### config.mk
export PLATFORM = sky130hd
export DESIGN_NAME = dwd_decode
export DESIGN_NICKNAME = d
export VERILOG_FILES = /design/src/design/dwd_pkg.sv /design/src/design/dwd_regfile.sv /design/src/design/dwd_decode.sv
export SDC_FILE = /design/constraint.sdc
export NUM_CORES = 2
export LEC_CHECK = 0
export BUFFER_PORTS_ARGS = -buffer_cell sky130_fd_sc_hd__buf_2
export CORE_AREA = 3 3 654 656
export CTS_BUF_LIST = sky130_fd_sc_hd__clkbuf_8
export DETAILED_ROUTE_END_ITERATION = 8
export DIE_AREA = 0 0 657 659
export SLEW_MARGIN = 25
export SYNTH_ARGS = -nofsm -noshare
export SYNTH_HDL_FRONTEND = slang
export SYNTH_HIERARCHICAL = 1
export SYNTH_SLANG_ARGS = --single-unit
### constraint.sdc
create_clock -name clk_i -period 4.9 [get_ports clk_i]
set_clock_uncertainty 0.2 [all_clocks]
set_input_delay 0.98 -clock clk_i [delete_from_list [all_inputs] [get_ports clk_i]]
set_output_delay 0.98 -clock clk_i [all_outputs]
set_load 0.03 [all_outputs]
### src/design/dwd_pkg.sv
/*
  Shared constants for the DAC word and channel decoder.
  Assumes a single 250 MHz clock domain and no register bus.
*/
package dwd_pkg;
  localparam int DWD_DATA_W = 14; // Data word width
  localparam int DWD_ADDR_W = 8; // Address width
  localparam int DWD_GROUPS = 4; // Channel groups
  localparam int DWD_PER_GROUP = 10; // Registers per group
  localparam int DWD_CHANNELS = 40; // Total channels
  localparam int DWD_CH_W = 6; // Channel index width
  localparam int DWD_GAIN_W = 13; // Gain code width
  localparam int DWD_STEP_W = 7; // Step magnitude width
  localparam int DWD_DIR_BIT = 8; // Position of step_direction_bit
  localparam int DWD_ZERO_BIT = 7; // Bit that must be zero in a step word
  localparam int DWD_GRP_LSB = 4; // Group mask low bit
  // Destination select codes {dest_select_high, dest_select_low}
  localparam logic [1:0] DWD_SEL_INPUT = 2'h3;
  localparam logic [1:0] DWD_SEL_OFFSET = 2'h2;
  localparam logic [1:0] DWD_SEL_GAIN = 2'h1;
  localparam logic [1:0] DWD_SEL_SPECIAL = 2'h0;
  localparam logic [13:0] DWD_SOFT_RESET = 14'h3fff; // Soft reset pattern
  localparam logic [13:0] DWD_CODE_MAX = 14'h3fff; // Full-scale input code
  localparam logic [13:0] DWD_CODE_RST = 14'h0000; // Input code reset value
  localparam logic [13:0] DWD_OFFSET_RST = 14'h2000; // Offset reset: zero LSB
  localparam logic [12:0] DWD_GAIN_RST = 13'h1fff; // Gain reset: unity
  localparam logic [3:0] DWD_IDX_MAX = 4'h9; // Highest register index
  typedef enum logic [1:0] {
    DWD_ST_IDLE = 2'b00,
    DWD_ST_STEP = 2'b01
  } dwd_state_e;
endpackage

### src/design/dwd_regfile.sv
/*
  Per-channel storage: input code, offset and gain for each channel.
  Assumes one write channel mask per cycle; read data comes from a register.
*/
`timescale 1ns/10ps
module dwd_regfile
  import dwd_pkg::*;
#(
  parameter int CHANNELS = DWD_CHANNELS
)
(
  input wire logic clk_i,
  input wire logic rst_b_i,
  input wire logic [CHANNELS-1:0] code_we_i,
  input wire logic [CHANNELS-1:0] offset_we_i,
  input wire logic [CHANNELS-1:0] gain_we_i,
  input wire logic clear_i,
  input wire logic [DWD_DATA_W-1:0] code_wdata_i,
  input wire logic [DWD_DATA_W-1:0] wdata_i,
  input wire logic [DWD_CH_W-1:0] rd_ch_i,
  output logic [DWD_DATA_W-1:0] rd_code_o,
  output logic [CHANNELS*DWD_DATA_W-1:0] code_flat_o,
  output logic [CHANNELS*DWD_DATA_W-1:0] offset_flat_o,
  output logic [CHANNELS*DWD_GAIN_W-1:0] gain_flat_o
);
  logic [DWD_DATA_W-1:0] code_mem [CHANNELS]; // Input codes
  logic [DWD_DATA_W-1:0] offset_mem [CHANNELS]; // Offsets
  logic [DWD_GAIN_W-1:0] gain_mem [CHANNELS]; // Gains

  genvar g;
  generate
    for (g = 0; g < CHANNELS; g++)
    begin : g_ch
      // Each channel stores on its own strobe; clear only hits the code
      always_ff @(posedge clk_i or negedge rst_b_i)
      begin
        if (!rst_b_i)
        begin
          code_mem[g] <= DWD_CODE_RST;
          offset_mem[g] <= DWD_OFFSET_RST;
          gain_mem[g] <= DWD_GAIN_RST;
        end
        else
        begin
          if (clear_i)
            code_mem[g] <= DWD_CODE_RST;
          else if (code_we_i[g])
            code_mem[g] <= code_wdata_i;
          if (offset_we_i[g])
            offset_mem[g] <= wdata_i;
          if (gain_we_i[g])
            gain_mem[g] <= wdata_i[DWD_GAIN_W:1];
        end
      end
      assign code_flat_o[g*DWD_DATA_W +: DWD_DATA_W] = code_mem[g];
      assign offset_flat_o[g*DWD_DATA_W +: DWD_DATA_W] = offset_mem[g];
      assign gain_flat_o[g*DWD_GAIN_W +: DWD_GAIN_W] = gain_mem[g];
    end
  endgenerate

  // Registered read port used by the step engine
  always_ff @(posedge clk_i or negedge rst_b_i)
  begin
    if (!rst_b_i)
      rd_code_o <= DWD_CODE_RST;
    else
      rd_code_o <= code_mem[rd_ch_i];
  end
endmodule // dwd_regfile

### src/design/dwd_decode.sv
/*
  DAC word and channel decoder: routes each write to input code, offset,
  gain or the special function word, and decodes group and index fields.
  Assumes write_i is a one-cycle strobe synchronous to clk_i from the
  host-facing write port, held off while busy_o is high.
*/
//
// Contract
// - Two select bits route data to destination
// - Offset word is offset binary LSBs
// - Gain is unsigned code plus one over 8192
// - Step word: zeros, direction, zero, magnitude
// - Zero magnitude leaves input code unchanged
// - Direction bit set increments, clear decrements
// - Step result saturates at full or zero
// - All-ones special word performs soft reset
// - Every write carries an eight-bit address
// - Upper nibble is group mask; zero means all
// - All-channel writes ignore lower address bits
// - Outputs start cleared to tester ground
`timescale 1ns/10ps
module dwd_decode
  import dwd_pkg::*;
#(
  parameter int GROUPS = DWD_GROUPS,
  parameter int PER_GROUP = DWD_PER_GROUP
)
(
  input wire logic clk_i,
  input wire logic rst_b_i,
  input wire logic write_i,
  input wire logic dest_select_high_i,
  input wire logic dest_select_low_i,
  input wire logic [DWD_ADDR_W-1:0] addr_i,
  input wire logic [DWD_DATA_W-1:0] data_i,
  output logic busy_o,
  output logic output_clear_o,
  output logic [GROUPS*PER_GROUP*DWD_DATA_W-1:0] input_code_register_o,
  output logic [GROUPS*PER_GROUP*DWD_DATA_W-1:0] offset_o,
  output logic [GROUPS*PER_GROUP*DWD_GAIN_W-1:0] gain_o
);
  localparam int CH = GROUPS * PER_GROUP; // Channel count

  // Channel mask for a group/index address
  function automatic logic [CH-1:0] chan_mask(input logic [DWD_ADDR_W-1:0] a);
    logic [CH-1:0] m;
    m = '0;
    for (int gi = 0; gi < GROUPS; gi++)
    begin
      for (int ri = 0; ri < PER_GROUP; ri++)
      begin
        if (a[DWD_ADDR_W-1:DWD_GRP_LSB] == 4'h0)
          m[gi*PER_GROUP+ri] = 1'b1;
        else if (a[DWD_GRP_LSB+gi] && a[3:0] == 4'(ri))
          m[gi*PER_GROUP+ri] = 1'b1;
      end
    end
    return m;
  endfunction

  wire [1:0] dest_sel = {dest_select_high_i, dest_select_low_i};
  wire all_sel = (addr_i[DWD_ADDR_W-1:DWD_GRP_LSB] == 4'h0);
  wire idx_ok = all_sel || (addr_i[3:0] <= DWD_IDX_MAX);
  wire take = write_i && !busy_o && idx_ok;
  wire [CH-1:0] wr_mask = chan_mask(addr_i);
  wire is_reset = (dest_sel == DWD_SEL_SPECIAL) && (data_i == DWD_SOFT_RESET);
  // Step word: top five bits and bit 7 zero
  wire is_step = (dest_sel == DWD_SEL_SPECIAL) && (data_i[13:9] == 5'h00)
               && !data_i[DWD_ZERO_BIT];
  wire is_zero_step = (data_i[DWD_STEP_W-1:0] == 7'h00);

  dwd_state_e state; // Step engine state
  dwd_state_e next_state;
  logic [CH-1:0] step_mask; // Channels still to step
  logic step_up; // Latched direction
  logic [DWD_STEP_W-1:0] step_mag; // Latched magnitude
  logic [DWD_CH_W-1:0] step_ch; // Channel being read
  logic step_rd_valid; // Read data matches step_ch
  logic clear_q; // Output clear level
  logic [DWD_DATA_W-1:0] rd_code;
  logic [DWD_DATA_W-1:0] stepped; // Saturated result

  // Lowest set bit of the pending mask picks the next channel
  function automatic logic [DWD_CH_W-1:0] first_ch(input logic [CH-1:0] m);
    logic [DWD_CH_W-1:0] c;
    c = '0;
    for (int i = CH - 1; i >= 0; i--)
      if (m[i])
        c = DWD_CH_W'(i);
    return c;
  endfunction

  wire [DWD_CH_W-1:0] next_ch = first_ch(step_mask);
  // Saturating add and subtract, widened by one bit for overflow
  wire [DWD_DATA_W:0] sum = {1'b0, rd_code} + {8'h00, step_mag};
  wire [DWD_DATA_W:0] diff = {1'b0, rd_code} - {8'h00, step_mag};
  assign stepped = step_up ? (sum[DWD_DATA_W] ? DWD_CODE_MAX : sum[DWD_DATA_W-1:0])
                           : (diff[DWD_DATA_W] ? DWD_CODE_RST : diff[DWD_DATA_W-1:0]);
  wire step_wr = (state == DWD_ST_STEP) && step_rd_valid; // Commit one channel
  wire [CH-1:0] step_bit = CH'(1) << step_ch;

  // Direct writes land in one cycle; the step path writes one channel at a time
  wire [CH-1:0] code_we = step_wr ? step_bit
                        : ((take && dest_sel == DWD_SEL_INPUT) ? wr_mask : '0);
  wire [DWD_DATA_W-1:0] code_wd = step_wr ? stepped : data_i;
  wire [CH-1:0] offset_we = (take && dest_sel == DWD_SEL_OFFSET) ? wr_mask : '0;
  wire [CH-1:0] gain_we = (take && dest_sel == DWD_SEL_GAIN) ? wr_mask : '0;
  wire start_step = take && is_step && !is_zero_step;
  wire soft_clear = take && is_reset;

  dwd_regfile #(.CHANNELS(CH)) u_regs (
    .clk_i(clk_i),
    .rst_b_i(rst_b_i),
    .code_we_i(code_we),
    .offset_we_i(offset_we),
    .gain_we_i(gain_we),
    .clear_i(soft_clear),
    .code_wdata_i(code_wd),
    .wdata_i(data_i),
    .rd_ch_i(next_ch),
    .rd_code_o(rd_code),
    .code_flat_o(input_code_register_o),
    .offset_flat_o(offset_o),
    .gain_flat_o(gain_o)
  );

  // Step engine sequencing
  always_comb
  begin
    next_state = state;
    unique case (state)
      DWD_ST_IDLE: if (start_step) next_state = DWD_ST_STEP;
      DWD_ST_STEP: if (step_wr && step_mask == '0) next_state = DWD_ST_IDLE;
    endcase
  end

  // Step bookkeeping: read address presented one cycle before commit
  always_ff @(posedge clk_i or negedge rst_b_i)
  begin
    if (!rst_b_i)
    begin
      state <= DWD_ST_IDLE;
      step_mask <= '0;
      step_up <= 1'b0;
      step_mag <= '0;
      step_ch <= '0;
      step_rd_valid <= 1'b0;
    end
    else
    begin
      state <= next_state;
      if (start_step)
      begin
        step_mask <= wr_mask;
        step_up <= data_i[DWD_DIR_BIT];
        step_mag <= data_i[DWD_STEP_W-1:0];
        step_rd_valid <= 1'b0;
      end
      else if (state == DWD_ST_STEP && !step_rd_valid)
      begin
        step_ch <= next_ch;
        step_mask <= step_mask & ~(CH'(1) << next_ch);
        step_rd_valid <= 1'b1;
      end
      else
        step_rd_valid <= 1'b0;
    end
  end

  // Clear holds from power-up until the first input code write or step
  always_ff @(posedge clk_i or negedge rst_b_i)
  begin
    if (!rst_b_i)
      clear_q <= 1'b1;
    else if (take && is_reset)
      clear_q <= 1'b1;
    else if (|code_we)
      clear_q <= 1'b0;
  end

  assign busy_o = (state != DWD_ST_IDLE);
  assign output_clear_o = clear_q;
endmodule // dwd_decode

* Yosys cells after proc, flatten, opt, wreduce, memory -nomap -nowiden
Index checks and enable logic that the tools add are counted.
Storage, ports and cells: RAM bits 0, logic and storage cells 486, memories kept 0, register bits after elaboration 1712, bits in latches 0, memory bits (read-only) 0
Operators by class: shift operators 2, $add $sub $neg 2, multiply operators 0, $lt $le $gt $ge 2, bitwise gates (word level) 4, reductions and logical operators 112, muxes and demuxes 220, eq/ne operators 16, div/mod/pow operators 0
Operators with widths (count):
- 14-bit 2-to-1 mux | 86
- 40-bit 2-to-1 mux | 6
- 6-bit 2-to-1 mux | 40
- 2-bit nonzero test | 43
- 14-bit binary-select mux with 6-bit select | 1
- 1-bit 2-to-1 mux | 84
- 1-bit by 6-bit left shift with 40-bit output (first input constant) | 2
- 1-bit logical AND | 54
- 40-bit bitwise AND | 1
- 40-bit logical NOT | 1
- 40-bit NOT | 1
- 40-bit OR reduction | 1
- 4-bit by 3-bit == test with 1-bit output (second input constant) | 4
- 14-bit by 7-bit adder with 15-bit output | 1
- 14-bit by 7-bit subtractor with 15-bit output | 1
- 14-bit == test (second input constant) | 1
- 4-bit by 2-bit == test with 1-bit output (second input constant) | 2
- 4-bit == test (second input constant) | 2
- 4-bit logical NOT | 2
- 7-bit >= comparator (second input constant) | 1
- 7-bit logical NOT | 1
- 6-bit NOT with 7-bit output | 1
- 5-bit logical NOT | 1
- 2-bit by 1-bit == test with 1-bit output (second input constant) | 2
- other kinds (12) | 19

* Depth between registers and ports, before layout
word-level depth 45, mapped depth 16

* Modules after synthesis
The synthesis kept the hierarchy.
Modules (own cells, without submodules):
- dwd_regfile | seq. area each 42090.4 µm², times used 1, cells each 4587, area each 68195.4 µm²
- dwd_decode | seq. area each 1427.6 µm², times used 1, cells each 795, area each 5507.8 µm²

* Worst setup path before layout
No wires, ideal clock.
path type input port to flip-flop, start input addr_i[5], end register u_regs.offset_mem, in the netlist u_regs/offset_flat_o[101], arrival 3281 ps, path buffers 3, stages 8, data required time 4575 ps, slack 1295 ps, cells stage by stage nor4_4 > o21ai_1 > or3b_2 > clkbuf_1 > buf_1 > nor2_1 > clkbuf_1 > mux2_2
Between the ends: word-level cells in the longest chain between the ends 5, elaborated cells between the ends (all ways) 6, those cells by class 2 x mux; 4 x reduce/logical
RTL lines:
- start, declared | line dwd_decode.sv:34 | input wire logic [DWD_ADDR_W-1:0] addr_i,
- 4-bit logical NOT * | line dwd_decode.sv:52, dwd_decode.sv:62
- 1-bit logical OR | line dwd_decode.sv:63 | wire idx_ok = all_sel || (addr_i[3:0] <= DWD_IDX_MAX);
- 1-bit logical AND | line dwd_decode.sv:64 | wire take = write_i && !busy_o && idx_ok;
- 1-bit logical AND | line dwd_decode.sv:106 | wire [CH-1:0] offset_we = (take && dest_sel == DWD_SEL_OFFSET) ? wr_mask : '0;
- 40-bit 2-to-1 mux * | line dwd_decode.sv:106
- via offset_we[7] | line dwd_decode.sv:106
- end signal, assigned by index | line dwd_regfile.sv:50 | offset_mem[g] <= wdata_i;
- end, declared | line dwd_regfile.sv:27 | logic [DWD_DATA_W-1:0] offset_mem [CHANNELS];
The timed path passes the listed nets; every way through them passes the cells marked *. A chain may end at the register's enable or synchronous reset.

* Worst setup path after layout
start register u_regs.rd_code_o[3], end register u_regs.code_mem, in the netlist u_regs/code_flat_o[170]
Between the ends: word-level cells in the longest chain between the ends 6, elaborated cells between the ends (all ways) 8, those cells by class 2 x add/sub; 6 x mux
RTL lines:
- start, declared | line dwd_regfile.sv:21 | output logic [DWD_DATA_W-1:0] rd_code_o,
- start signal, assigned | line dwd_regfile.sv:67 | rd_code_o <= code_mem[rd_ch_i];
- 14-bit by 7-bit subtractor with 15-bit output or 14-bit by 7-bit adder with 15-bit output (tied branches) | line dwd_decode.sv:96, dwd_decode.sv:95
- 14-bit 2-to-1 mux, on equally long branches | line dwd_decode.sv:98, dwd_decode.sv:97
- 14-bit 2-to-1 mux * | line dwd_decode.sv:97 | assign stepped = step_up ? (sum[DWD_DATA_W] ? DWD_CODE_MAX : sum[DWD_DATA_W-1:0])
- 14-bit 2-to-1 mux * | line dwd_decode.sv:105 | wire [DWD_DATA_W-1:0] code_wd = step_wr ? stepped : data_i;
- via code_wd[2] | line dwd_decode.sv:105
- 14-bit 2-to-1 mux * | line dwd_regfile.sv:47 | else if (code_we_i[g])
- 14-bit 2-to-1 mux * | line dwd_regfile.sv:45 | if (clear_i)
- end signal, assigned by index | line dwd_regfile.sv:48 | code_mem[g] <= code_wdata_i;
- end, declared | line dwd_regfile.sv:26 | logic [DWD_DATA_W-1:0] code_mem [CHANNELS];
The timed path passes the listed nets; every way through them passes the cells marked *. The select of a mux whose other input is x is not followed.

==> impl_metrics.tcl <==
set metrics [dict create \
    status "finished, final reports clean" \
    postCtsSetupRepairBufs 0 \
    fin_setup_tns_ns 0 \
    cts_tree "yes" \
    grt-busiest-layer "met2" \
    grt.overflow.total 0 \
    slowest_stage "a21oi_1" \
    syn_inst 5382 \
    drc 0 \
    antenna_found_initial 50 \
    htreeDepth 5 \
    r2r_cells 11 \
    drive_gt1_share_pct 58.6 \
    cp_max_fo 40 \
    die_y_um 659 \
    place_congestion 0.873 \
    path_common_cell "o21ai_0" \
    power_per_cell_area_mw_per_mm2 502 \
    area_delta_synth_final_pct 32.9 \
    rsz0062_at_grt "false" \
    slowest_delay_ns 0.67 \
    dr.pass1.iters 6 \
    finalHoldViolations 0 \
    timing.final.ws_setup_ns 0.579 \
    worstPathCellList "ha_1 > o21ai_0 > o211ai_1 > nand2_1 > a21oi_1 > a221oi_1 > o21ai_0 > o21a_2 > buf_4 > mux2i_1 > nor2_1" \
    grt_pass1_wl_mm 510 \
    cts.sinks 1711 \
    num_io_pins 1669 \
    min_path_cells 3 \
    synth_edf_count 0 \
    viasPerCell 4.14 \
    ant_nets 0 \
    synth_nets 5425 \
    slew_headroom_pct 24.0 \
    period_needed_ns 4.32 \
    period_share_pct 88.2 \
    grt_usage_pct 17.1 \
    final_max_slew_viol_count 0 \
    worstPathArrival_ns 5.02 \
    grt_use_met2_pct 30.2 \
    start_util_pct 17.4 \
    drv_cap 0 \
    cts.clk_slew.worst_paths_ns 0.06 \
    crit_path_end_kind "flop" \
    fin_nets 7247 \
    fp-row-count 239 \
    leakage_nw 44.0 \
    ir_worst_vdd_uv 369 \
    pre_cts_ws_ns 0.308 \
    grt_pass1_vias 54510 \
    crit_path_start_kind "flop" \
    drt-initial-drc-count 4739 \
    synthArstFlopShare_pct 100 \
    core_mm2 0.423 \
    grt_use_met1_pct 19.3 \
    setup_viol 0 \
    tightest_slew_ns 1.14 \
    hp-class "in2reg" \
    clock.fmax_ghz 0.231 \
    die_w_um 657 \
    cts-root-buf "clkbuf_8" \
    num_vias 54422 \
    dp_hpwl_mm 290 \
    syn_area_per_cell_um2 13.7 \
    crit_type "reg2reg" \
    routed_wl_mm 387 \
    use_met3_pct 3.98 \
    required_ns 5.59 \
    cts_buffers 318 \
    ys_ff_latch 1711 \
    routedWlPerCell_um 29.4 \
    synth_area_mm2 0.0737 \
    die_area_mm2 0.433 \
    ys.flop_type "dfrtp_1" \
    grt_max_degree 155 \
    clk_path_buf_depth 4 \
    clkLatencyLatePin_ns 1.08 \
    ys_types 87 \
    yosysWarnings 6 \
    synth_seq_area_share_pct 59.0 \
    port_buffers 1668 \
]
==> worst max-delay path: cells and delay by family, from the launching register on <==
kind	cells	cell delay, ns
flops	1	0.49
fa+ha+maj	1	0.51
mux	1	0.21
buf+inv	1	0.66
compound gates	6	1.64
simple gates	2	0.35
==> per-stage QoR <==
| step | instance area (µm²) | total power, W | cells | hold slack, ns | util [%] |
|---|---|---|---|---|---|
| 5_1_grt | 97900 | 0.0514 | 13127 | 0.118 | 23.1 |
| 3_5_place_dp | 91200 | 0.0352 | 12541 | 0.289 | 21.6 |
| 6_report | 97900 | 0.0492 | 13147 | 0.209 | 23.2 |
| 3_3_place_gp | 91100 | 0.0350 | 12541 | 0.284 | 21.6 |
| 2_1_floorplan | 73700 | 0.0277 | 5382 | 0.274 | - |
| 4_1_cts | 97900 | 0.0501 | 13118 | 0.0226 | 23.1 |
==> path summary, 6_finish.rpt <==
kind | end | startpoint | slack [ns]
worst max-delay path | u_regs/code_flat_o[170]$_DFFE_PN0P_ | u_regs/rd_code_o[3]$_DFF_PN0_ | 0.58
worst min-delay path | step_mag[6]$_DFFE_PN0P_ | data_i[6] | 0.21
worst max register to register | u_regs/code_flat_o[170]$_DFFE_PN0P_ | u_regs/rd_code_o[3]$_DFF_PN0_ | 0.58
worst min register to register | u_regs/offset_flat_o[220]$_DFFE_PN0P_ | u_regs/offset_flat_o[220]$_DFFE_PN0P_ | 0.30
max in group asynchronous | u_regs/offset_flat_o[217]$_DFFE_PN0P_ | rst_b_i | 2.68
min in group asynchronous | u_regs/code_flat_o[174]$_DFFE_PN0P_ | rst_b_i | 0.35
==> routing by layer <==
metal | up-vias | routed length, µm
met3 | 611 | 26000
li1 | 22801 | -
met5 | - | 49
met4 | 8 | 23100
met1 | 28607 | 143000
met2 | 2395 | 195000
==> cell families (layout without fill, tap and decap cells) <==
| group | count (synthesis) | after routing | share of synthesized area [%] |
|---|---|---|---|
| multiplexers | 1825 | 1825 | 28.7 |
| flip-flops | 1711 | 1711 | 59.0 |
| AO/OA/AOI/OAI | 386 | 386 | 3.77 |
| buffers and inverters | 532 | 2605 | 3.06 |
| other | 0 | 29 | 0 |
| AND/OR/NAND/NOR | 908 | 908 | 5.12 |
| XOR/XNOR | 4 | 4 | 0.0475 |
| adder cells (fa/ha/maj) | 16 | 16 | 0.292 |
==> cells in the mapped netlist (8+ instances only) <==
cell type / count / area [µm²]
a211oi_1: 13 / 97.6
a211oi_2: 15 / 188
a21oi_1: 75 / 375
a221oi_1: 18 / 158
a22o_1: 23 / 201
a31oi_1: 8 / 50.1
buf_1: 83 / 312
buf_2: 48 / 240
buf_4: 8 / 60.1
clkbuf_1: 342 / 1280
dfrtp_1: 1150 / 28800
dfstp_2: 561 / 14700
ha_1: 14 / 175
inv_1: 37 / 139
mux2_2: 1091 / 12300
mux2i_1: 622 / 6230
mux4_1: 25 / 657
mux4_2: 87 / 1960
nand2_1: 71 / 267
nand2b_1: 11 / 68.8
nand3_1: 10 / 50.1
nand4_1: 9 / 56.3
nor2_1: 715 / 2680
nor2b_1: 9 / 56.3
nor3_1: 20 / 100
nor4_1: 19 / 119
o21ai_0: 40 / 200
o21ai_1: 23 / 115
o221ai_1: 18 / 158
o22ai_1: 48 / 300
o311ai_1: 18 / 158
o31ai_1: 10 / 75.1
o32ai_1: 11 / 96.3
==> report_power, final <==
| group | internal [W] | switching (W) |
|---|---|---|
| registers | 0.0168 | 0.00160 |
| clock network | 0.00779 | 0.00674 |
| logic | 0.00495 | 0.0113 |
| total | 0.0296 | 0.0196 |
==> sequential cells by signal, indices dropped and copies added, names as in the netlist <==
register              count
state                     1
step_up                   1
u_regs/rd_code_o         14
u_regs/offset_flat_o    560
step_ch                   6
output_clear_o            1
u_regs/code_flat_o      560
step_rd_valid             1
u_regs/gain_flat_o      520
step_mag                  7
step_mask                40
==> area by class of cell <==
type	count	area, µm²
Sequential cell	1711	43500
Antenna cell	29	72.6
Timing Repair Buffer	1997	11600
Fill cell	45269	325000
Clock buffer	385	5300
Multi-Input combinational cell	3139	28900
Tap cell	5663	7090
Clock inverter	186	1320
Inverter	37	154
==> cells in the final DEF (no fill, tap or decap), types with 29 or more instances in the layout <==
cell and n:
nor2_4 29, nor2_2 32, inv_1 161, buf_4 279
nand2_1 70, dfstp_2 561, a21oi_1 47, mux2i_1 618
mux2_2 1091, o21ai_0 39, buf_12 55, buf_2 1653
mux4_2 87, nor2_1 655, dfrtp_1 1150, diode_2 29
clkbuf_8 385
==> timing repair <==
| item | CTS | global route |
|---|---|---|
| gates resized for setup | 0 | 0 |
| hold buffers | 6 | 0 |
| hold endpoints to repair | 38 | 0 |
No activity file was read; power rests on OpenSTA's default activity.
